`src/inc/fp_format_cfg.svh`:
```
`ifndef FP_FORMAT_CFG_SVH
`define FP_FORMAT_CFG_SVH

// ----------------------------------------------------------------------
// Format geometry
// ----------------------------------------------------------------------
`define SGL_WIDTH      32
`define SGL_PREC       24
`define SGL_EXP_W      8
`define SGL_FRAC_W     23
`define SGL_BIAS       127
`define SGL_SIGN_BIT   31
`define SGL_EXP_HI     30
`define SGL_EXP_LO     23
`define SGL_FRAC_HI    22
`define DBL_WIDTH      64
`define DBL_PREC       53
`define DBL_EXP_W      11
`define DBL_FRAC_W     52
`define DBL_BIAS       1023
`define DBL_SIGN_BIT   63
`define DBL_EXP_HI     62
`define DBL_EXP_LO     52
`define DBL_FRAC_HI    51

// ----------------------------------------------------------------------
// Default quiet NaN patterns, legacy and new encoding
// ----------------------------------------------------------------------
`define SGL_QUIET_NAN_LEGACY 32'h7fbfffff
`define SGL_QUIET_NAN_NEW    32'h7fffffff
`define DBL_QUIET_NAN_LEGACY 64'h7ff7ffffffffffff
`define DBL_QUIET_NAN_NEW    64'h7fffffffffffffff

// ----------------------------------------------------------------------
// Control/status word field positions
// ----------------------------------------------------------------------
`define CSR_WIDTH      32
`define CSR_FTZ_BIT    24
`define CSR_NANSEL_BIT 18
`define CSR_CC_BIT     23
`define CSR_CAUSE_UNIMP 17
`define CSR_CAUSE_INV  16
`define CSR_FLAG_INV   6
`define CSR_RESET      32'h00000000
`define CSR_WMASK      32'h0184007c

`endif

```
`src/inc/fp_format_pkg.sv`:
```
`default_nettype none
package fp_format_pkg;
  // Operation codes presented on the coprocessor interface
  typedef enum logic [2:0] {
    OP_CLASSIFY = 3'b000,
    OP_MOVE     = 3'b001,
    OP_ABS      = 3'b010,
    OP_NEG      = 3'b011,
    OP_INVALID  = 3'b100,
    OP_CTC      = 3'b101,
    OP_CFC      = 3'b110,
    OP_CMP_EQ   = 3'b111
  } fp_op_t;

  // Operand class codes
  typedef enum logic [2:0] {
    CLS_ZERO      = 3'b000,
    CLS_NORMAL    = 3'b001,
    CLS_DENORMAL  = 3'b010,
    CLS_INFINITY  = 3'b011,
    CLS_SIG_NAN   = 3'b100,
    CLS_QUIET_NAN = 3'b101
  } fp_class_t;

  typedef enum logic [1:0] {
    ST_IDLE  = 2'b00,
    ST_EXEC  = 2'b01,
    ST_DONE  = 2'b10
  } fp_state_t;
endpackage
`default_nettype wire

```
`src/logic/fp_format_unit.sv`:
```
`include "fp_format_cfg.svh"
`default_nettype none

// What this block does
// RQ1: Single carries 24-bit significand, double 53-bit, hidden bit counted.
// RQ2: Exponent field is 8 bits single and 11 bits double.
// RQ3: Fraction field is 23 bits single, 52 double; words 32 and 64.
// RQ4: Stored exponent is true exponent plus bias 127 or 1023.
// RQ5: Double word: sign bit 63, exponent 62..52, fraction 51..0.
// RQ6: Leading significand bit is implicit, fraction holds bits after point.
// RQ7: Max exponent, nonzero fraction is NaN; top bit sense set by select.
// RQ8: Denormal operands or results trap to software instead of computing.
// RQ9: Flush-to-zero mode in control word replaces denormals by zero.
// RQ10: Exceptions are precise; faulting op changes no state. A faulting op here still sets cause bit 17 and clears cause bit 16.
// RQ11: Busy interlock holds new requests until the result is out.
// RQ12: A 32-bit control/status word controls unit and records conditions.
// RQ13: Datapath and register path are full 64 bits wide.
// RQ14: Reciprocal ops would use relaxed precision; none in this front end.
// RQ15: Compound multiply-add must match separate ops; none in this front end.
// RQ16: Fixed-point data are signed two's complement integers only.
// RQ17: Host reaches the unit only through this coprocessor interface.
// RQ18: Untrapped invalid op yields default quiet NaN chosen by select.
// RQ19: Single word: sign bit 31, exponent 30..23, fraction 22..0.
// RQ20: Max exponent with zero fraction is infinity signed by sign bit.
module fp_format_unit (
  input  wire logic        MCLK_I,
  input  wire logic        RST_I,
  input  wire logic        REQ_VALID_I,
  input  wire logic [2:0]  REQ_OP_I,
  input  wire logic        REQ_DBL_I,
  input  wire logic [63:0] REQ_A_I,
  input  wire logic [63:0] REQ_B_I,
  output logic             REQ_READY_O,
  output logic             RSP_VALID_O,
  output logic [63:0]      RSP_DATA_O,
  output logic [2:0]       RSP_CLASS_O,
  output logic             RSP_EXC_O,
  output logic [31:0]      CSR_O
);

  // ----------------------------------------------------------------------
  // Operand fields
  // ----------------------------------------------------------------------
  fp_format_pkg::fp_state_t state_q;
  fp_format_pkg::fp_op_t    op_q;
  logic                     dbl_q;
  logic [63:0]              a_q;
  logic [63:0]              b_q;
  logic [31:0]              csr_q;
  logic                     ftz;
  logic                     nan_sel;

  assign ftz     = csr_q[`CSR_FTZ_BIT];    // [RQ9]
  assign nan_sel = csr_q[`CSR_NANSEL_BIT]; // [RQ7]

  // Significand with the hidden bit made explicit; only the exponent implies it, it is never stored
  logic [`SGL_PREC-1:0]     sig_s;
  logic [`DBL_PREC-1:0]     sig_d;
  assign sig_s = {|a_q[`SGL_EXP_HI:`SGL_EXP_LO], a_q[`SGL_FRAC_HI:0]}; // [RQ1] [RQ6]
  assign sig_d = {|a_q[`DBL_EXP_HI:`DBL_EXP_LO], a_q[`DBL_FRAC_HI:0]}; // [RQ1] [RQ6]

  // Field extraction for one operand, both formats
  function automatic fp_format_pkg::fp_class_t classify(input logic [63:0] w, input logic d, input logic ns);
    logic                   exp_max;
    logic                   exp_zero;
    logic                   frac_nz;
    logic                   top;
    logic [`SGL_EXP_W-1:0]  es;
    logic [`DBL_EXP_W-1:0]  ed;
    es = w[`SGL_EXP_HI:`SGL_EXP_LO];                           // [RQ19] [RQ2]
    ed = w[`DBL_EXP_HI:`DBL_EXP_LO];                           // [RQ5] [RQ2]
    if (d) begin
      exp_max  = &ed;
      exp_zero = ~|ed;
      frac_nz  = |w[`DBL_FRAC_HI:0];                           // [RQ3] [RQ6]
      top      = w[`DBL_FRAC_HI];
    end else begin
      exp_max  = &es;
      exp_zero = ~|es;
      frac_nz  = |w[`SGL_FRAC_HI:0];                           // [RQ3] [RQ6]
      top      = w[`SGL_FRAC_HI];
    end
    if (exp_max && !frac_nz) begin
      classify = fp_format_pkg::CLS_INFINITY;                  // [RQ20]
    end else if (exp_max) begin
      classify = (top ^ ns) ? fp_format_pkg::CLS_SIG_NAN : fp_format_pkg::CLS_QUIET_NAN; // [RQ7]
    end else if (exp_zero && frac_nz) begin
      classify = fp_format_pkg::CLS_DENORMAL;
    end else if (exp_zero) begin
      classify = fp_format_pkg::CLS_ZERO;
    end else begin
      classify = fp_format_pkg::CLS_NORMAL;                    // [RQ4]
    end
  endfunction

  // Flush a denormal to a signed zero of the same format
  function automatic logic [63:0] flush(input logic [63:0] w, input logic d);
    if (d) begin
      flush = {w[`DBL_SIGN_BIT], 63'h0};
    end else begin
      flush = {32'h0, w[`SGL_SIGN_BIT], 31'h0};
    end
  endfunction

  // ----------------------------------------------------------------------
  // Combinational result of the held operation
  // ----------------------------------------------------------------------
  fp_format_pkg::fp_class_t cls_a;
  fp_format_pkg::fp_class_t cls_b;
  logic [63:0]              a_eff;
  logic [63:0]              b_eff;
  logic [63:0]              res_d;
  logic                     unimp_d;
  logic                     inv_d;
  logic                     cc_d;
  logic [63:0]              sign_mask;

  assign cls_a     = classify(a_q, dbl_q, nan_sel);
  assign cls_b     = classify(b_q, dbl_q, nan_sel);
  assign sign_mask = dbl_q ? 64'h8000000000000000 : 64'h0000000080000000;

  // Denormal inputs to classify, abs, neg and compare either flush to zero or raise an unimplemented trap
  always_comb begin
    a_eff   = a_q;
    b_eff   = b_q;
    unimp_d = 1'b0;
    inv_d   = 1'b0;
    cc_d    = csr_q[`CSR_CC_BIT];
    res_d   = a_q;
    if (cls_a == fp_format_pkg::CLS_DENORMAL) begin
      if (ftz) a_eff = flush(a_q, dbl_q);                      // [RQ9]
      else unimp_d = 1'b1;                                     // [RQ8]
    end
    if (cls_b == fp_format_pkg::CLS_DENORMAL && op_q == fp_format_pkg::OP_CMP_EQ) begin
      if (ftz) b_eff = flush(b_q, dbl_q);                      // [RQ9]
      else unimp_d = 1'b1;                                     // [RQ8]
    end
    // Only exact sign, move, format and compare ops are decoded: no reciprocal estimates here [RQ14]
    // No fused multiply-add either, so no rounding can differ from separate ops [RQ15]
    unique case (op_q)
      fp_format_pkg::OP_CLASSIFY: res_d = a_eff;
      // Moves are non-arithmetic, so they never signal or trap
      fp_format_pkg::OP_MOVE: begin
        res_d   = a_q;
        unimp_d = 1'b0;
      end
      fp_format_pkg::OP_ABS:      res_d = a_eff & ~sign_mask;
      fp_format_pkg::OP_NEG:      res_d = a_eff ^ sign_mask;
      fp_format_pkg::OP_INVALID: begin
        // Quiet NaN input propagates, else a fresh default quiet NaN
        if (cls_a == fp_format_pkg::CLS_QUIET_NAN) res_d = a_q;
        else if (dbl_q) res_d = nan_sel ? `DBL_QUIET_NAN_NEW : `DBL_QUIET_NAN_LEGACY;       // [RQ18]
        else res_d = {32'h0, nan_sel ? `SGL_QUIET_NAN_NEW : `SGL_QUIET_NAN_LEGACY};        // [RQ18]
        inv_d   = cls_a != fp_format_pkg::CLS_QUIET_NAN;
        unimp_d = 1'b0;
      end
      fp_format_pkg::OP_CTC: begin
        res_d   = {32'h0, (csr_q & ~`CSR_WMASK) | (a_q[31:0] & `CSR_WMASK)};
        unimp_d = 1'b0;
      end
      fp_format_pkg::OP_CFC: begin
        res_d   = {32'h0, csr_q};
        unimp_d = 1'b0;
      end
      fp_format_pkg::OP_CMP_EQ: begin
        // Floating-point equality: NaNs compare unequal, zeros of either sign compare equal
        res_d = 64'h0;
        if (cls_a == fp_format_pkg::CLS_SIG_NAN || cls_b == fp_format_pkg::CLS_SIG_NAN) begin
          inv_d = 1'b1;
        end
        if (cls_a == fp_format_pkg::CLS_SIG_NAN || cls_a == fp_format_pkg::CLS_QUIET_NAN ||
            cls_b == fp_format_pkg::CLS_SIG_NAN || cls_b == fp_format_pkg::CLS_QUIET_NAN) begin
          cc_d = 1'b0;
        end else begin
          cc_d = ((a_eff | sign_mask) == (b_eff | sign_mask)) &&
                 ((a_eff == b_eff) || (((a_eff & ~sign_mask) | (b_eff & ~sign_mask)) == 64'h0));
        end
      end
    endcase
  end

  // ----------------------------------------------------------------------
  // Sequencer: one request in flight, host held off while busy
  // ----------------------------------------------------------------------
  always_ff @(posedge MCLK_I or posedge RST_I) begin
    if (RST_I) begin
      state_q <= fp_format_pkg::ST_IDLE;
    end else begin
      unique case (state_q)
        fp_format_pkg::ST_IDLE: if (REQ_VALID_I && REQ_READY_O) state_q <= fp_format_pkg::ST_EXEC; // [RQ11]
        fp_format_pkg::ST_EXEC: state_q <= fp_format_pkg::ST_DONE;
        fp_format_pkg::ST_DONE: state_q <= fp_format_pkg::ST_IDLE;
        default:                state_q <= fp_format_pkg::ST_IDLE;
      endcase
    end
  end

  // Ready is low from acceptance until the answer has been shown
  always_ff @(posedge MCLK_I or posedge RST_I) begin
    if (RST_I) begin
      REQ_READY_O <= 1'b0;
    end else begin
      REQ_READY_O <= (state_q == fp_format_pkg::ST_DONE) ||
                     (state_q == fp_format_pkg::ST_IDLE && !(REQ_VALID_I && REQ_READY_O)); // [RQ11]
    end
  end

  // Operand capture, full 64-bit path
  always_ff @(posedge MCLK_I or posedge RST_I) begin
    if (RST_I) begin
      op_q  <= fp_format_pkg::OP_CLASSIFY;
      dbl_q <= 1'b0;
      a_q   <= 64'h0;
      b_q   <= 64'h0;
    end else if (state_q == fp_format_pkg::ST_IDLE && REQ_VALID_I && REQ_READY_O) begin
      op_q  <= fp_format_pkg::fp_op_t'(REQ_OP_I);
      dbl_q <= REQ_DBL_I;
      a_q   <= REQ_A_I;                                        // [RQ13] [RQ16]
      b_q   <= REQ_B_I;
    end
  end

  // ----------------------------------------------------------------------
  // Control/status word: trap leaves condition bit and flags untouched
  // ----------------------------------------------------------------------
  always_ff @(posedge MCLK_I or posedge RST_I) begin
    if (RST_I) begin
      csr_q <= `CSR_RESET;
    end else if (state_q == fp_format_pkg::ST_EXEC) begin
      csr_q[`CSR_CAUSE_UNIMP] <= unimp_d;                      // [RQ12]
      csr_q[`CSR_CAUSE_INV]   <= inv_d && !unimp_d;
      if (!unimp_d) begin                                      // [RQ10]
        if (op_q == fp_format_pkg::OP_CTC) begin
          csr_q <= res_d[31:0];
        end else begin
          csr_q[`CSR_CC_BIT] <= cc_d;
          if (inv_d) csr_q[`CSR_FLAG_INV] <= 1'b1;
        end
      end
    end
  end

  // Answer registers, shown for one cycle
  always_ff @(posedge MCLK_I or posedge RST_I) begin
    if (RST_I) begin
      RSP_VALID_O <= 1'b0;
      RSP_DATA_O  <= 64'h0;
      RSP_CLASS_O <= 3'h0;
      RSP_EXC_O   <= 1'b0;
    end else begin
      RSP_VALID_O <= state_q == fp_format_pkg::ST_EXEC;
      RSP_EXC_O   <= state_q == fp_format_pkg::ST_EXEC && unimp_d;
      if (state_q == fp_format_pkg::ST_EXEC) begin
        RSP_DATA_O  <= unimp_d ? 64'h0 : res_d;                // [RQ10]
        RSP_CLASS_O <= cls_a;
      end
    end
  end

  // Status word mirror
  always_ff @(posedge MCLK_I or posedge RST_I) begin
    if (RST_I) CSR_O <= `CSR_RESET;
    else CSR_O <= csr_q;
  end

  // ----------------------------------------------------------------------
  // Checks
  // ----------------------------------------------------------------------
  a_busy_hold: assert property (@(posedge MCLK_I) disable iff (RST_I)
    (state_q != fp_format_pkg::ST_IDLE) |-> !REQ_READY_O) else $error("ready while busy"); // [RQ11]
  a_rsp_timing: assert property (@(posedge MCLK_I) disable iff (RST_I)
    (REQ_VALID_I && REQ_READY_O) |-> ##2 RSP_VALID_O) else $error("answer late"); // [RQ11]
  a_inf_class: assert property (@(posedge MCLK_I) disable iff (RST_I)
    (state_q == fp_format_pkg::ST_EXEC && dbl_q && &a_q[62:52] && a_q[51:0] == 52'h0)
    |=> RSP_CLASS_O == fp_format_pkg::CLS_INFINITY) else $error("inf class"); // [RQ20]
  a_nan_sense: assert property (@(posedge MCLK_I) disable iff (RST_I)
    (state_q == fp_format_pkg::ST_EXEC && !dbl_q && &a_q[30:23] && a_q[22] && |a_q[22:0])
    |=> RSP_CLASS_O == (nan_sel ? fp_format_pkg::CLS_QUIET_NAN : fp_format_pkg::CLS_SIG_NAN))
    else $error("nan sense"); // [RQ7]
  a_dflt_nan: assert property (@(posedge MCLK_I) disable iff (RST_I)
    (state_q == fp_format_pkg::ST_EXEC && op_q == fp_format_pkg::OP_INVALID && !dbl_q &&
     cls_a != fp_format_pkg::CLS_QUIET_NAN)
    |=> RSP_DATA_O[31:0] == ($past(nan_sel) ? 32'h7fffffff : 32'h7fbfffff)) else $error("default nan"); // [RQ18]
  a_denorm_trap: assert property (@(posedge MCLK_I) disable iff (RST_I)
    (state_q == fp_format_pkg::ST_EXEC && op_q == fp_format_pkg::OP_ABS && !ftz &&
     cls_a == fp_format_pkg::CLS_DENORMAL) |=> RSP_EXC_O) else $error("no trap"); // [RQ8]
  a_ftz_zero: assert property (@(posedge MCLK_I) disable iff (RST_I)
    (state_q == fp_format_pkg::ST_EXEC && op_q == fp_format_pkg::OP_ABS && ftz && dbl_q &&
     cls_a == fp_format_pkg::CLS_DENORMAL) |=> !RSP_EXC_O && RSP_DATA_O == 64'h0) else $error("ftz"); // [RQ9]
  a_precise_exc: assert property (@(posedge MCLK_I) disable iff (RST_I)
    RSP_EXC_O |-> RSP_DATA_O == 64'h0 && $stable(CSR_O[6])) else $error("imprecise"); // [RQ10]
  a_exc_pulse: assert property (@(posedge MCLK_I) disable iff (RST_I) // [RQ10]
    RSP_EXC_O |-> RSP_VALID_O) else $error("trap without answer");
  a_hidden_bit: assert property (@(posedge MCLK_I) disable iff (RST_I) // [RQ1]
    (cls_a == fp_format_pkg::CLS_NORMAL) |->
    (dbl_q ? sig_d[`DBL_PREC-1] : sig_s[`SGL_PREC-1])) else $error("hidden bit");
  a_cmp_nan: assert property (@(posedge MCLK_I) disable iff (RST_I) // [RQ7]
    (state_q == fp_format_pkg::ST_EXEC && op_q == fp_format_pkg::OP_CMP_EQ && !unimp_d &&
     (cls_a == fp_format_pkg::CLS_QUIET_NAN || cls_a == fp_format_pkg::CLS_SIG_NAN))
    |=> !csr_q[`CSR_CC_BIT]) else $error("nan compare");
  c_trap: cover property (@(posedge MCLK_I) disable iff (RST_I) RSP_EXC_O);
  c_ftz: cover property (@(posedge MCLK_I) disable iff (RST_I) RSP_VALID_O && CSR_O[24]);
  c_b2b: cover property (@(posedge MCLK_I) disable iff (RST_I) RSP_VALID_O ##2 RSP_VALID_O);
  c_quiet_nan: cover property (@(posedge MCLK_I) disable iff (RST_I)
    RSP_VALID_O && RSP_CLASS_O == fp_format_pkg::CLS_QUIET_NAN);

endmodule
`default_nettype wire

```
`config.mk`:
```
export PLATFORM = sky130hd
export DESIGN_NAME = fp_format_unit
export DESIGN_NICKNAME = d
export VERILOG_FILES = /design/src/inc/fp_format_pkg.sv /design/src/logic/fp_format_unit.sv
export VERILOG_INCLUDE_DIRS = /design/src /design/src/inc
export SDC_FILE = /design/constraint.sdc
export NUM_CORES = 1
export LEC_CHECK = 0
export BUFFER_PORTS_ARGS = -buffer_cell sky130_fd_sc_hd__buf_2
export CAP_MARGIN = 20
export CELL_PAD_IN_SITES_DETAIL_PLACEMENT = 0
export CELL_PAD_IN_SITES_GLOBAL_PLACEMENT = 1
export CORE_MARGIN = 10
export CORE_UTILIZATION = 46
export CTS_CLUSTER_DIAMETER = 200
export CTS_CLUSTER_SIZE = 40
export DETAILED_ROUTE_END_ITERATION = 10
export GPL_TIMING_DRIVEN = 0
export HOLD_SLACK_MARGIN = 0.02
export PLACE_DENSITY_LB_ADDON = 0.12
export SLEW_MARGIN = 20
export SYNTH_ARGS = -nofsm -noshare
export SYNTH_HDL_FRONTEND = slang
export SYNTH_SLANG_ARGS = --single-unit
```
`constraint.sdc`:
```
create_clock -name MCLK_I -period 17.6 [get_ports MCLK_I]
set_clock_uncertainty 0.2 [all_clocks]
set_input_delay 0.88 -clock MCLK_I [delete_from_list [all_inputs] [get_ports MCLK_I]]
set_output_delay 0.88 -clock MCLK_I [all_outputs]
set_load 0.05 [all_outputs]
```
==> flow_summary.html, run 1 <==
<table>
<tr><th>Metric</th><th>Value</th></tr>
<tr><th colspan="2">Critical path</th></tr>
<tr><td>Reg-to-reg endpoint</td><td>csr_q[23]$_DFFE_PP0P_</td></tr>
<tr><td>Worst reg2reg startpoint</td><td>b_q[31]$_DFFE_PP0P_</td></tr>
<tr><td>Setup slack on the worst flop-to-flop path</td><td>~13000 ps</td></tr>
<tr><td>Type of element capturing the critical path</td><td>flip-flop</td></tr>
<tr><td>Worst Reg2Reg Path Length in Cells</td><td>15</td></tr>
<tr><td>Sort of element at the start of the critical path</td><td>flip-flop</td></tr>
<tr><td>Kind of critical path</td><td>reg2reg</td></tr>
<tr><td>Crit Path Max Fanout</td><td>10</td></tr>
<tr><td>Data arrival time of the critical path</td><td>5010 ps</td></tr>
<tr><td>Required time of the critical path</td><td>17840 ps</td></tr>
<tr><th colspan="2">GRT</th></tr>
<tr><td>Number of antenna violations at the first check in global routing</td><td>1</td></tr>
<tr><td>Number of global-route vias before repair</td><td>10.1k</td></tr>
<tr><td>Total congestion overflow after global routing</td><td>0</td></tr>
<tr><td>Met1 GRT Util</td><td>0.302</td></tr>
<tr><td>Met3 Use GR</td><td>0.0469</td></tr>
<tr><td>GRT met2 Usage</td><td>0.346</td></tr>
<tr><td>Most crowded layer after global routing</td><td>met2</td></tr>
<tr><td>Global-route wire length before repair</td><td>~61000 um</td></tr>
<tr><td>Overall fraction of global-route tracks in use</td><td>0.218</td></tr>
<tr><td>Pin count of the biggest net entering global routing</td><td>102</td></tr>
<tr><th colspan="2">Routing</th></tr>
<tr><td>Total via count after detailed routing</td><td>roughly 9.6k</td></tr>
<tr><td>Count of antenna-violating nets left after detailed routing</td><td>0</td></tr>
<tr><td>Iteration-0 DRC count of the detailed router</td><td>around 760</td></tr>
<tr><td>Routed WL</td><td>around 40000 um</td></tr>
<tr><td>Average via count per standard cell</td><td>approximately 5.5</td></tr>
<tr><td>Residual DRC count</td><td>0</td></tr>
<tr><td>Wirelength per Cell</td><td>22.4 um</td></tr>
<tr><td>Number of iterations in the first detailed-routing pass</td><td>7</td></tr>
<tr><th colspan="2">Timing</th></tr>
<tr><td>RSZ-0062 raised after global routing</td><td>false</td></tr>
<tr><td>Peak Freq</td><td>about 210 MHz</td></tr>
<tr><td>Number of pins exceeding their max-slew limit in the final report</td><td>0</td></tr>
<tr><td>Hold slack final</td><td>a little over 200 ps</td></tr>
<tr><td># setup viols final</td><td>0</td></tr>
<tr><td>Total Neg Setup Slack</td><td>0 ps</td></tr>
<tr><td>Final number of hold-violating endpoints</td><td>0</td></tr>
<tr><td>Slew margin rel.</td><td>0.352</td></tr>
<tr><td>Final clock period utilization by the worst path</td><td>0.271</td></tr>
<tr><td>Final min period</td><td>4770 ps</td></tr>
<tr><td>Slew at the pin closest to its max-slew limit</td><td>972 ps</td></tr>
<tr><th colspan="2">Floorplan</th></tr>
<tr><td>Row Count</td><td>61</td></tr>
<tr><td>Die outline area</td><td>about 0.035 mm2</td></tr>
<tr><td>Number of top-level pins</td><td>237</td></tr>
<tr><td>Core outline area</td><td>around 0.028 mm2</td></tr>
<tr><td>Initial core utilization</td><td>0.466</td></tr>
<tr><td>Horizontal die dimension</td><td>around 190 um</td></tr>
<tr><td>Die height</td><td>about 190 um</td></tr>
<tr><th colspan="2">Worst hold path</th></tr>
<tr><td>Endpoint of the worst hold-timing path</td><td>CSR_O[18]$_DFF_PP0_</td></tr>
<tr><td>Min-delay worst type</td><td>reg2reg</td></tr>
<tr><td>Critical hold path startpoint</td><td>csr_q[18]$_DFFE_PP0P_</td></tr>
<tr><td>Cells on Worst Hold Path</td><td>0</td></tr>
<tr><th colspan="2">Clock tree</th></tr>
<tr><td>H-tree levels</td><td>1</td></tr>
<tr><td>Hold_buf cts</td><td>0</td></tr>
<tr><td>Worst-path clk slew</td><td>150 ps</td></tr>
<tr><td>Clock insertion delay at the later pin of the skew report</td><td>about 500 ps</td></tr>
<tr><td>CTS tree</td><td>built</td></tr>
<tr><td>Count of buffers added by post-CTS timing repair for setup</td><td>0</td></tr>
<tr><td>Root buffer selected by CTS</td><td>clkbuf_16</td></tr>
<tr><td>Number of sinks handled by clock tree synthesis</td><td>between 200 and 300</td></tr>
<tr><td>Total CTS buffers</td><td>10</td></tr>
<tr><td>Resized Gates After CTS</td><td>0</td></tr>
<tr><td>Max clock buf depth</td><td>3</td></tr>
<tr><th colspan="2">Logic synthesis</th></tr>
<tr><td>Arithmetic-cell share of the synthesized area counting full adders, half adders and majority gates</td><td>0.0640</td></tr>
<tr><td>Post-Synth XOR/XNOR Area</td><td>0.00271</td></tr>
<tr><td>Top FF cell, synth</td><td>dfrtp_1</td></tr>
<tr><td>Avg Cell Area, Syn</td><td>11.4 um2</td></tr>
<tr><td>YS warnings</td><td>0</td></tr>
<tr><td>Sequential cell area fraction in the yosys report</td><td>0.519</td></tr>
<tr><td>Post-synthesis share of cell area spent on and, or, nand and nor gates</td><td>0.159</td></tr>
<tr><td>Combinational family with the most area after synthesis</td><td>simple AND/OR/NAND/NOR gates</td></tr>
<tr><td>Cell Area, Synth</td><td>around 0.013 mm2</td></tr>
<tr><td>Nets in the synthesized netlist</td><td>~1.3k</td></tr>
<tr><td>Compound-gate portion of the synthesized area</td><td>0.102</td></tr>
<tr><td>Number of distinct library cells after synthesis</td><td>75</td></tr>
<tr><td>Mux share of post-synthesis cell area</td><td>0.116</td></tr>
<tr><td>Async set-or-reset flop fraction in the synthesized netlist</td><td>1.00</td></tr>
<tr><td>Number of flip-flops and latches in the synthesized netlist</td><td>about 270</td></tr>
<tr><td>Gate count after technology mapping</td><td>between 1k and 1.5k</td></tr>
<tr><td>Post-synth EDFFs</td><td>0</td></tr>
<tr><th colspan="2">Power</th></tr>
<tr><td>P_leak</td><td>~0.007 uW</td></tr>
<tr><td>Power per standard cell area</td><td>~190 mW/mm2</td></tr>
<tr><td>Worst supply voltage drop on vdd</td><td>around 0.097 mV</td></tr>
<tr><th colspan="2">Placed design</th></tr>
<tr><td>Half-perimeter wire length after placement</td><td>a little over 30000 um</td></tr>
<tr><td>Placed inst area</td><td>around 0.015 mm2</td></tr>
<tr><td>Quantity of I/O buffers inserted on ports</td><td>236</td></tr>
<tr><td>Global placer's final weighted congestion</td><td>around 0.89</td></tr>
<tr><th colspan="2">Finish</th></tr>
<tr><td>Post-route design area</td><td>between 0.01 and 0.015 mm2</td></tr>
<tr><td>Layout net count</td><td>between 1.5k and 2k</td></tr>
<tr><td>Synth-to-layout area growth</td><td>15.6%</td></tr>
<tr><td>Layout cells sized above 1</td><td>0.363</td></tr>
<tr><td>Layout fillers</td><td>approximately 2.6k</td></tr>
<tr><th colspan="2">Run</th></tr>
<tr><td>Number of violations of the max-capacitance limit</td><td>0</td></tr>
<tr><th colspan="2">Outcome</th></tr>
<tr><td>Result of the run</td><td>completed</td></tr>
</table>
[layer usage]
layer | part of all wire | vias up | wire (um)
met4 | 0.017 | 0 | 676
met3 | 0.064 | 41 | 2530
met5 | 0 | - | 0
li1 | - | 4557 | -
met1 | 0.46 | 4747 | 18200
met2 | 0.46 | 282 | 18100
[through the flow]
stage | power (uW) | cells | setup slack [ps] | util
detailed placement | 2610 | 1750 | 12960 | 0.528
global route | 3100 | 1763 | 12440 | 0.539
floorplan | 2140 | 1134 | 9140 | -
global placement | 2580 | 1748 | 6220 | 0.526
CTS | 2910 | 1762 | 12880 | 0.539
finish | 2900 | 1763 | 12830 | 0.539
[cells in the final DEF, fill, tap and decap left out, types with 4 or more instances in the layout]
cell type,count
mux2_2,129
a21oi_2,31
a21oi_1,13
clkbuf_16,11
buf_4,9
nor3_1,13
ha_1,66
a221oi_2,12
dfrtp_1,268
nand3_1,8
and3_1,4
a221oi_1,17
o21ai_0,14
a31oi_1,4
nor2_1,51
mux2i_1,4
nor4_1,42
o21ai_1,34
inv_1,10
nand2_1,190
nand4_1,30
buf_2,251
clkbuf_1,60
nor3_2,30
[cells in the mapped netlist (3+ instances only)]
cell type / n / area (um2)
nand3_1: 8 / 40.0
a221oi_2: 12 / 180
o21ai_0: 14 / 70.1
o21a_1: 3 / 22.5
xnor2_1: 3 / 26.3
buf_12: 3 / 60.1
mux2i_1: 4 / 40.0
o21ai_1: 34 / 170
nand2b_1: 3 / 18.8
nand2_1: 190 / 713
ha_1: 66 / 826
nor4_2: 3 / 37.5
buf_2: 15 / 75.1
mux2_2: 129 / 1450
nor4_1: 42 / 263
a21oi_2: 31 / 272
a31oi_1: 4 / 25.0
a21oi_1: 13 / 65.1
and3_1: 4 / 25.0
clkbuf_1: 60 / 225
dfrtp_1: 268 / 6710
inv_1: 11 / 41.3
nor3_2: 30 / 300
nor2_1: 51 / 191
o22ai_1: 3 / 18.8
nor3_1: 13 / 65.1
buf_4: 9 / 67.6
nand4_1: 30 / 188
a221oi_1: 17 / 149
a211oi_1: 3 / 22.5
o31ai_1: 3 / 22.5
[sequential cells by signal, indices dropped and copies added, names as in the netlist]
name and flops:
RSP_DATA_O 64, a_q 64, b_q 64, CSR_O 32, csr_q 32, RSP_CLASS_O 3, op_q 3, state_q 2
REQ_READY_O 1, RSP_EXC_O 1, RSP_VALID_O 1, dbl_q 1
[cell type report]
type / count / area [um2] / share of cell area
flip-flops and latches: 268 / 6710 / 0.449
multi-input cells: 765 / 5720 / 0.383
repair buffers: 238 / 1240 / 0.0828
well taps: 378 / 473 / 0.0317
plain buffers: 89 / 443 / 0.0297
clock buffers: 11 / 275 / 0.0184
inverters: 12 / 53.8 / 0.00361
clock inverters: 1 / 16.3 / 0.00109
diodes: 1 / 2.50 / 0.000168
[kinds of logic after synthesis]
family | Yosys count
flip-flops | 268
multiplexers | 133
adder cells (fa/ha/maj) | 66
AND/OR/NAND/NOR | 398
XOR/XNOR | 4
buffers and inverters | 101
AO/OA/AOI/OAI | 164
[power breakdown]
group          total, uW  internal [uW]  switching (uW)
clock network        305            115             190
logic               1430            535             898
registers           1160            863             300
total               2900           1510            1390
[how the worst max path moves through the flow]
stage	endpoint	slack (ps)	depth (start not counted)	from
after floorplan	CSR_O[0]$_DFF_PP0_	9140	1	RST_I
after global placement	RSP_DATA_O[12]$_DFFE_PP0P_	6220	2	RST_I
after detailed placement	csr_q[23]$_DFFE_PP0P_	12960	15	b_q[31]$_DFFE_PP0P_
after CTS	csr_q[23]$_DFFE_PP0P_	12880	15	b_q[31]$_DFFE_PP0P_
after global routing	csr_q[23]$_DFFE_PP0P_	12440	15	a_q[31]$_DFFE_PP0P_
final	csr_q[23]$_DFFE_PP0P_	12830	15	b_q[31]$_DFFE_PP0P_
[worst max-delay path: stages (launching register included)]
cell,delay (ps)
dfrtp_1,530
nor4_1,390
nand4_1,230
o31a_1,420
o2111ai_2,330
buf_4,280
buf_2,240
nand2_1,100
ha_1,290
nor4_1,450
nand4_1,200
nor4_1,430
nand3b_1,170
nor4_2,180
o31ai_1,110
o21ai_1,140
No activity file was read; power rests on OpenSTA's default activity.
==> run 2: changes to the inputs <==
Settings changed: CORE_UTILIZATION 46 to 40.
Clock period 17.6 ns to 4 ns, I/O delays scaled along.
==> run 2 against run 1 <==
  * The flow now finishes with violations (setup timing)
  * Critical endpoint unchanged
  * Total power rose to 4.6 times the previous value
  * Maximum frequency rose by 17%
  * Critical path depth did not move
  * Via count rose by 6.8%
==> flow_summary.html, run 2 (same netlist as run 1, synthesis figures left out) <==
<table>
<tr><th>Metric</th><th>Value</th></tr>
<tr><th colspan="2">Outcome</th></tr>
<tr><td>Result of the run</td><td>complete, but fails checks</td></tr>
<tr><td>Violated checks</td><td>setup timing</td></tr>
<tr><th colspan="2">Timing</th></tr>
<tr><td>Number of pins exceeding their max-slew limit in the final report</td><td>0 (unchanged)</td></tr>
<tr><td>Peak Freq</td><td>246 MHz (+17%)</td></tr>
<tr><td>Hold slack final</td><td>219 ps (+15.5 ps)</td></tr>
<tr><td>Final number of hold-violating endpoints</td><td>0 (unchanged)</td></tr>
<tr><td>RSZ-0062 raised after global routing</td><td>true</td></tr>
<tr><td>PnR worst setup slack</td><td>-66.4 ps (-12890 ps)</td></tr>
<tr><td>Slew margin rel.</td><td>0.353 (+0.000875)</td></tr>
<tr><td>Slew at the pin closest to its max-slew limit</td><td>971 ps (-1.31 ps)</td></tr>
<tr><td>Final clock period utilization by the worst path</td><td>1.02 (+0.745)</td></tr>
<tr><td>Final min period</td><td>4070 ps (-706 ps)</td></tr>
<tr><td># setup viols final</td><td>1 (+1)</td></tr>
<tr><th colspan="2">Power</th></tr>
<tr><td>Worst supply voltage drop on vdd</td><td>0.453 mV (+370%)</td></tr>
<tr><td>Portion of total power attributed to combinational logic</td><td>0.511 (+0.017)</td></tr>
<tr><td>Internal power</td><td>6930 uW (+360%)</td></tr>
<tr><td>Sequential fraction of design power</td><td>0.387 (-0.014)</td></tr>
<tr><td>P_leak</td><td>0.00772 uW (+10%)</td></tr>
<tr><td>Switching share of power</td><td>0.481 (+0.00283)</td></tr>
<tr><td>Share of total power in the clock network</td><td>0.102 (-0.003)</td></tr>
<tr><td>Power, Total</td><td>13400 uW (+360%)</td></tr>
<tr><td>Power per standard cell area</td><td>799 mW/mm2 (+310%)</td></tr>
<tr><td>Psw</td><td>6420 uW (+360%)</td></tr>
<tr><th colspan="2">Floorplan</th></tr>
<tr><td>Row Count</td><td>65 (+6.6%)</td></tr>
<tr><td>Initial core utilization</td><td>0.407 (-0.0590)</td></tr>
<tr><td>Die outline area</td><td>0.0399 mm2 (+13%)</td></tr>
<tr><td>Die height</td><td>200 um (+6.5%)</td></tr>
<tr><td>Horizontal die dimension</td><td>200 um (+6.5%)</td></tr>
<tr><td>Core outline area</td><td>0.0317 mm2 (+14%)</td></tr>
<tr><td>Number of top-level pins</td><td>237 (unchanged)</td></tr>
<tr><th colspan="2">Critical path</th></tr>
<tr><td>Type of element capturing the critical path</td><td>flip-flop</td></tr>
<tr><td>Kind of critical path</td><td>reg2reg</td></tr>
<tr><td>Data arrival time of the critical path</td><td>4310 ps (-700 ps)</td></tr>
<tr><td>Sort of element at the start of the critical path</td><td>flip-flop</td></tr>
<tr><td>Required time of the critical path</td><td>4240 ps (-13600 ps)</td></tr>
<tr><td>Crit Path Max Fanout</td><td>10 (unchanged)</td></tr>
<tr><th colspan="2">Clock tree</th></tr>
<tr><td>Number of sinks handled by clock tree synthesis</td><td>268 (unchanged)</td></tr>
<tr><td>H-tree levels</td><td>1 (unchanged)</td></tr>
<tr><td>CTS tree</td><td>built</td></tr>
<tr><td>Total CTS buffers</td><td>10 (unchanged)</td></tr>
<tr><td>Clock insertion delay at the later pin of the skew report</td><td>520 ps (about the same)</td></tr>
<tr><td>Root buffer selected by CTS</td><td>clkbuf_16</td></tr>
<tr><td>Max clock buf depth</td><td>3 (unchanged)</td></tr>
<tr><td>Worst-path clk slew</td><td>140 ps (about the same)</td></tr>
<tr><th colspan="2">Worst hold path</th></tr>
<tr><td>Min-delay worst type</td><td>reg2reg</td></tr>
<tr><th colspan="2">Routing</th></tr>
<tr><td>Total via count after detailed routing</td><td>10.3k (+6.8%)</td></tr>
<tr><td>Routed WL</td><td>43700 um (+11%)</td></tr>
<tr><td>Average via count per standard cell</td><td>5.31 (-2.8%)</td></tr>
<tr><td>Residual DRC count</td><td>0 (unchanged)</td></tr>
<tr><td>Wirelength per Cell</td><td>22.5 um (+0.64%)</td></tr>
<tr><td>Number of iterations in the first detailed-routing pass</td><td>5 (-2)</td></tr>
<tr><td>Count of antenna-violating nets left after detailed routing</td><td>0 (unchanged)</td></tr>
<tr><td>Iteration-0 DRC count of the detailed router</td><td>778 (+2.2%)</td></tr>
<tr><th colspan="2">GRT</th></tr>
<tr><td>Pin count of the biggest net entering global routing</td><td>41 (-60%)</td></tr>
<tr><td>Total congestion overflow after global routing</td><td>0 (unchanged)</td></tr>
<tr><td>Number of antenna violations at the first check in global routing</td><td>0 (-1)</td></tr>
<tr><td>Number of global-route vias before repair</td><td>10.8k (+7.2%)</td></tr>
<tr><td>Global-route wire length before repair</td><td>66900 um (+10%)</td></tr>
<tr><td>Overall fraction of global-route tracks in use</td><td>0.219 (+0.000933)</td></tr>
<tr><th colspan="2">Run</th></tr>
<tr><td>Number of violations of the max-capacitance limit</td><td>0 (unchanged)</td></tr>
<tr><th colspan="2">Placed design</th></tr>
<tr><td>Global placer's final weighted congestion</td><td>0.921 (+3.3%)</td></tr>
<tr><td>Quantity of I/O buffers inserted on ports</td><td>236 (unchanged)</td></tr>
<tr><td>Half-perimeter wire length after placement</td><td>33900 um (+8.8%)</td></tr>
<tr><td>Placed inst area</td><td>0.0148 mm2 (+1.0%)</td></tr>
<tr><th colspan="2">Finish</th></tr>
<tr><td>Synth-to-layout area growth</td><td>29.5%</td></tr>
<tr><td>Layout cells sized above 1</td><td>0.357 (-0.00602)</td></tr>
<tr><td>Top Registers</td><td>RSP_DATA_O x64, a_q x64, b_q x64</td></tr>
<tr><td>Most common cell after layout, fill and taps aside</td><td>dfrtp_1</td></tr>
<tr><td>Layout net count</td><td>1737 (+9.6%)</td></tr>
<tr><td>Highest-count cells in the layout ignoring fill and taps</td><td>dfrtp_1, buf_2, nand2_1</td></tr>
<tr><td>Post-route design area</td><td>0.0167 mm2 (+12%)</td></tr>
<tr><td>Antenna diodes</td><td>0 (-1)</td></tr>
<tr><td>Layout fillers</td><td>2913 (+14%)</td></tr>
</table>
[run 2: power by group through the flow]
stage	Sequential [uW]	Combinational, uW	Clock (uW)
after floorplan	5850	3560	0
after global placement	5160	6310	0
after detailed placement	5200	6420	0
after CTS	5140	6780	1400
after global routing	5320	7430	1480
final	5170	6830	1360
[run 2: what timing repair did]
action                                  CTS  global route
hold buffers                            135             0
resized for setup                        35            22
buffers inserted                          8             1
hold endpoints to repair                314             0
gates cloned                              1             0
pin swaps                                 7             8
endpoints found under the setup margin    1             1
[run 2: metal layers]
layer,share of wire,global-route usage,vias up
met5,0,0,-
met4,0.020,0.0505,0
met3,0.044,0.0254,40
met2,0.46,0.344,245
met1,0.47,0.318,5141
li1,-,-,4856
[run 2: layout make-up]
type	instances	area (um2)	share of cell area
Sequential cell	268	6710	0.401
Multi-Input combinational cell	765	5890	0.352
Timing Repair Buffer	390	2790	0.167
Tap cell	402	503	0.0301
Buffer	89	489	0.0293
Clock buffer	11	275	0.0165
Inverter	12	51.3	0.00307
Clock inverter	1	16.3	0.000973
[run 2: per-stage QoR]
stage | TNS [ps] | setup WS (ps) | utilization | cells
floorplan | 0 | 60.5 | - | 1134
global placement | -448150 | -1690 | 0.460 | 1772
detailed placement | -766 | -766 | 0.466 | 1781
CTS | -106 | -106 | 0.525 | 1937
global route | -234 | -234 | 0.527 | 1938
finish | -66.4 | -66.4 | 0.527 | 1938
[run 2: worst paths after layout]
check,startpoint,slack [ps],to,cells past startpoint
hold reg to reg,csr_q[25]$_DFFE_PP0P_,220,CSR_O[25]$_DFF_PP0_,0
setup reg to reg,b_q[44]$_DFFE_PP0P_,-70,csr_q[23]$_DFFE_PP0P_,15
setup / recovery,b_q[44]$_DFFE_PP0P_,-70,csr_q[23]$_DFFE_PP0P_,15
hold / removal,csr_q[25]$_DFFE_PP0P_,220,CSR_O[25]$_DFF_PP0_,0
max in group asynchronous,RST_I,2080,b_q[21]$_DFFE_PP0P_,7
min in group asynchronous,RST_I,570,CSR_O[6]$_DFF_PP0_,4
[run 2: worst max-delay path, stage by stage, from the launching register on]
cell and delay (ps):
dfrtp_1 440, nor4_4 300, nand4_1 210, o31a_1 430, o2111ai_4 250, buf_6 190
buf_6 140, nand2_1 60, ha_1 330, nor4_4 320, nand4_1 180, nor4_2 410
nand3b_1 140, nor4_2 170, o31ai_1 110, o21ai_1 130
==> run 3: changes to the inputs <==
Settings changed: CELL_PAD_IN_SITES_DETAIL_PLACEMENT 0 to unset, CELL_PAD_IN_SITES_GLOBAL_PLACEMENT 1 to unset, CORE_UTILIZATION 40 to 46.
==> run 3 against run 2 <==
  * The flow now finishes without violations
  * Global-route usage increased by 1.3 points
  * Critical path depth stayed put
  * Wire length down 4.6%
  * Clock power barely moved
  * Combinational power decreased by 2%
  * Worst setup slack better by 75 ps
  * Cell area is 0.37% lower
  * Largest power group unchanged
==> flow_summary.html, run 3 (same netlist as run 1, synthesis figures left out) <==
<table>
<tr><th>Metric</th><th>Value</th></tr>
<tr><th colspan="2">Outcome</th></tr>
<tr><td>Result of the run</td><td>completed</td></tr>
<tr><th colspan="2">Timing</th></tr>
<tr><td>Final clock period utilization by the worst path</td><td>0.998 (-0.0187)</td></tr>
<tr><td>Final number of hold-violating endpoints</td><td>0 (unchanged)</td></tr>
<tr><td>Total Neg Setup Slack</td><td>0 ps (+66.4 ps)</td></tr>
<tr><td>Slew at the pin closest to its max-slew limit</td><td>980 ps (+9.51 ps)</td></tr>
<tr><td>Peak Freq</td><td>251 MHz (+1.9%)</td></tr>
<tr><td>Number of pins exceeding their max-slew limit in the final report</td><td>0 (unchanged)</td></tr>
<tr><td>Slew margin rel.</td><td>0.346 (-0.00634)</td></tr>
<tr><td>RSZ-0062 raised after global routing</td><td>true</td></tr>
<tr><td>Final min period</td><td>3990 ps (-75.0 ps)</td></tr>
<tr><td>PnR worst setup slack</td><td>8.54 ps (+75.0 ps)</td></tr>
<tr><td># setup viols final</td><td>0 (-1)</td></tr>
<tr><th colspan="2">Worst hold path</th></tr>
<tr><td>Endpoint of the worst hold-timing path</td><td>CSR_O[7]$_DFF_PP0_</td></tr>
<tr><td>Min-delay worst type</td><td>reg2reg</td></tr>
<tr><td>Cells on Worst Hold Path</td><td>0 (unchanged)</td></tr>
<tr><td>Critical hold path startpoint</td><td>csr_q[7]$_DFFE_PP0P_</td></tr>
<tr><th colspan="2">Finish</th></tr>
<tr><td>Layout net count</td><td>1739 (+0.12%)</td></tr>
<tr><td>Area taken by multi-input logic gates</td><td>0.00583 mm2 (-0.91%)</td></tr>
<tr><td>Most common cell after layout, fill and taps aside</td><td>dfrtp_1</td></tr>
<tr><td>Top Registers</td><td>RSP_DATA_O x64, a_q x64, b_q x64</td></tr>
<tr><td>Post-route design area</td><td>0.0167 mm2 (-0.37%)</td></tr>
<tr><td>Highest-count cells in the layout ignoring fill and taps</td><td>dfrtp_1, buf_2, nand2_1</td></tr>
<tr><td>Layout fillers</td><td>2371 (-19%)</td></tr>
<tr><td>Layout cells sized above 1</td><td>0.356 (-0.00111)</td></tr>
<tr><td>Total area of sequential cells</td><td>0.00671 mm2 (about the same)</td></tr>
<tr><td>Synth-to-layout area growth</td><td>29.0%</td></tr>
<tr><th colspan="2">GRT</th></tr>
<tr><td>Global-route wire length before repair</td><td>64500 um (-3.7%)</td></tr>
<tr><td>Pin count of the biggest net entering global routing</td><td>41 (unchanged)</td></tr>
<tr><td>Number of antenna violations at the first check in global routing</td><td>1 (+1)</td></tr>
<tr><td>Total congestion overflow after global routing</td><td>0 (unchanged)</td></tr>
<tr><td>Number of global-route vias before repair</td><td>10.9k (+0.50%)</td></tr>
<tr><td>Overall fraction of global-route tracks in use</td><td>0.233 (+0.0132)</td></tr>
<tr><th colspan="2">Clock tree</th></tr>
<tr><td>Number of sinks handled by clock tree synthesis</td><td>268 (unchanged)</td></tr>
<tr><td>Root buffer selected by CTS</td><td>clkbuf_16</td></tr>
<tr><td>H-tree levels</td><td>1 (unchanged)</td></tr>
<tr><td>Total CTS buffers</td><td>10 (unchanged)</td></tr>
<tr><td>CTS tree</td><td>built</td></tr>
<tr><td>Worst-path clk slew</td><td>140 ps (about the same)</td></tr>
<tr><td>Clock insertion delay at the later pin of the skew report</td><td>510 ps (about the same)</td></tr>
<tr><td>Max clock buf depth</td><td>3 (unchanged)</td></tr>
<tr><th colspan="2">Floorplan</th></tr>
<tr><td>Horizontal die dimension</td><td>188 um (-6.1%)</td></tr>
<tr><td>Die outline area</td><td>0.0352 mm2 (-12%)</td></tr>
<tr><td>Die height</td><td>188 um (-6.1%)</td></tr>
<tr><td>Row Count</td><td>61 (-6.2%)</td></tr>
<tr><td>Number of top-level pins</td><td>237 (unchanged)</td></tr>
<tr><td>Core outline area</td><td>0.0277 mm2 (-13%)</td></tr>
<tr><td>Initial core utilization</td><td>0.466 (+0.0590)</td></tr>
<tr><th colspan="2">Routing</th></tr>
<tr><td>Count of antenna-violating nets left after detailed routing</td><td>0 (unchanged)</td></tr>
<tr><td>Residual DRC count</td><td>0 (unchanged)</td></tr>
<tr><td>Iteration-0 DRC count of the detailed router</td><td>823 (+5.8%)</td></tr>
<tr><td>Average via count per standard cell</td><td>5.40 (+1.7%)</td></tr>
<tr><td>Amount of wire on met2 after detailed routing</td><td>19100 um (-5.1%)</td></tr>
<tr><td>Max layer used</td><td>met4</td></tr>
<tr><td>Met1 routed wirelength after detailed routing</td><td>19000 um (-8.0%)</td></tr>
<tr><td>Number of iterations in the first detailed-routing pass</td><td>5 (unchanged)</td></tr>
<tr><td>Total met3 wirelength after detailed routing</td><td>2170 um (+13%)</td></tr>
<tr><td>Routed WL</td><td>41700 um (-4.6%)</td></tr>
<tr><td>Wirelength per Cell</td><td>21.7 um (-3.6%)</td></tr>
<tr><td>Total via count after detailed routing</td><td>10.3k (+0.61%)</td></tr>
<tr><th colspan="2">Critical path</th></tr>
<tr><td>Crit path buf inv count</td><td>2 (unchanged)</td></tr>
<tr><td>Largest stage delay on the critical path</td><td>420 ps (-20 ps)</td></tr>
<tr><td>Cell type of the slowest stage on the worst timing path</td><td>dfrtp_1</td></tr>
<tr><td>Setup slack on the worst flop-to-flop path</td><td>9 ps (+70 ps)</td></tr>
<tr><td>Crit Path Max Fanout</td><td>10 (unchanged)</td></tr>
<tr><td>Cell-by-cell trace of the critical path</td><td>nor4_1 -&gt; nand4_1 -&gt; o31a_1 -&gt; o2111ai_4 -&gt; buf_8 -&gt; buf_4 -&gt; nand2_1 -&gt; ha_1 -&gt; nor4_2 -&gt; nand4_1 -&gt; nor4_2 -&gt; nand3b_1 -&gt; nor4_2 -&gt; o31ai_1 -&gt; o21ai_1</td></tr>
<tr><td>Cell type group with the largest total delay on the critical path</td><td>simple AND/OR/NAND/NOR gates</td></tr>
<tr><td>Worst reg2reg startpoint</td><td>b_q[45]$_DFFE_PP0P_</td></tr>
<tr><td>Required time of the critical path</td><td>4250 ps (about the same)</td></tr>
<tr><td>Kind of critical path</td><td>reg2reg</td></tr>
<tr><td>Worst Reg2Reg Path Length in Cells</td><td>15 (unchanged)</td></tr>
<tr><td>Type of element capturing the critical path</td><td>flip-flop</td></tr>
<tr><td>Sort of element at the start of the critical path</td><td>flip-flop</td></tr>
<tr><td>Reg-to-reg endpoint</td><td>csr_q[23]$_DFFE_PP0P_</td></tr>
<tr><td>Data arrival time of the critical path</td><td>4240 ps (-70 ps)</td></tr>
<tr><td>Cell with the most instances on the worst path</td><td>nor4_2</td></tr>
<tr><th colspan="2">Placed design</th></tr>
<tr><td>Placed inst area</td><td>0.0148 mm2 (-0.20%)</td></tr>
<tr><td>Post-placement setup slack</td><td>-625 ps (+141 ps)</td></tr>
<tr><td>Quantity of I/O buffers inserted on ports</td><td>236 (unchanged)</td></tr>
<tr><td>Half-perimeter wire length after placement</td><td>31500 um (-7.0%)</td></tr>
<tr><td>Global placer's final weighted congestion</td><td>0.921 (about the same)</td></tr>
<tr><th colspan="2">Power</th></tr>
<tr><td>P_leak</td><td>0.00773 uW (+0.15%)</td></tr>
<tr><td>Power per standard cell area</td><td>789 mW/mm2 (-1.2%)</td></tr>
<tr><td>Power, Total</td><td>13100 uW (-1.6%)</td></tr>
<tr><td>Worst supply voltage drop on vdd</td><td>0.422 mV (-6.8%)</td></tr>
<tr><th colspan="2">Run</th></tr>
<tr><td>Number of violations of the max-capacitance limit</td><td>0 (unchanged)</td></tr>
</table>
==> run 3: repair_timing <==
item                                   CTS  global route
setup endpoints to repair                1             1
buffers inserted                         8             3
pin swaps                               12             8
hold buffers                           135             0
endpoints found under the hold margin  252             0
resized for setup                       28            13
cloned                                   0             1
==> run 3: stage by stage <==
stage	hold WS, ps	std cells	util
floorplan	117	1134	-
global placement	182	1748	0.526
detailed placement	-33.6	1757	0.532
CTS	225	1912	0.598
global route	235	1917	0.601
finish	224	1917	0.601
==> run 3: power breakdown <==
group / total, uW / switching (uW) / leakage, uW / internal (uW)
Clock: 1340 / 837 / 0.000142 / 508
Sequential: 5110 / 1300 / 0.00329 / 3800
Combinational: 6690 / 4120 / 0.00430 / 2570
==> run 3: area by class of cell <==
class | count | area share
Buffer | 89 | 0.0288
Clock buffer | 11 | 0.0165
Inverter | 12 | 0.00300
Tap cell | 378 | 0.0284
Timing Repair Buffer | 392 | 0.169
Multi-Input combinational cell | 765 | 0.350
Sequential cell | 268 | 0.403
Antenna cell | 1 | 0.000150
Clock inverter | 1 | 0.000976
==> run 3: metal layers <==
layer | track usage | vias up
li1 | - | 4877
met1 | 0.321 | 5085
met2 | 0.370 | 316
met3 | 0.0353 | 67
met4 | 0.0714 | 0
met5 | 0 | -
==> run 3: worst max path at each step <==
stage,from,to,slack [ps],cells past startpoint
after floorplan,RST_I,CSR_O[0]$_DFF_PP0_,60,1
after global placement,RST_I,b_q[39]$_DFFE_PP0P_,-1530,2
after detailed placement,a_q[31]$_DFFE_PP0P_,csr_q[23]$_DFFE_PP0P_,-630,15
after CTS,b_q[31]$_DFFE_PP0P_,csr_q[23]$_DFFE_PP0P_,3,15
after global routing,b_q[40]$_DFFE_PP0P_,csr_q[23]$_DFFE_PP0P_,-190,15
final,b_q[45]$_DFFE_PP0P_,csr_q[23]$_DFFE_PP0P_,9,15
==> run 3: worst reg2reg max path, cell delays in order, from the launching register on <==
cell       delay (ps)
dfrtp_1           420
nor4_1            300
nand4_1           190
o31a_1            400
o2111ai_4         290
buf_8             180
buf_4             160
nand2_1            70
ha_1              310
nor4_2            330
nand4_1           200
nor4_2            340
nand3b_1          140
nor4_2            150
o31ai_1           110
o21ai_1           150
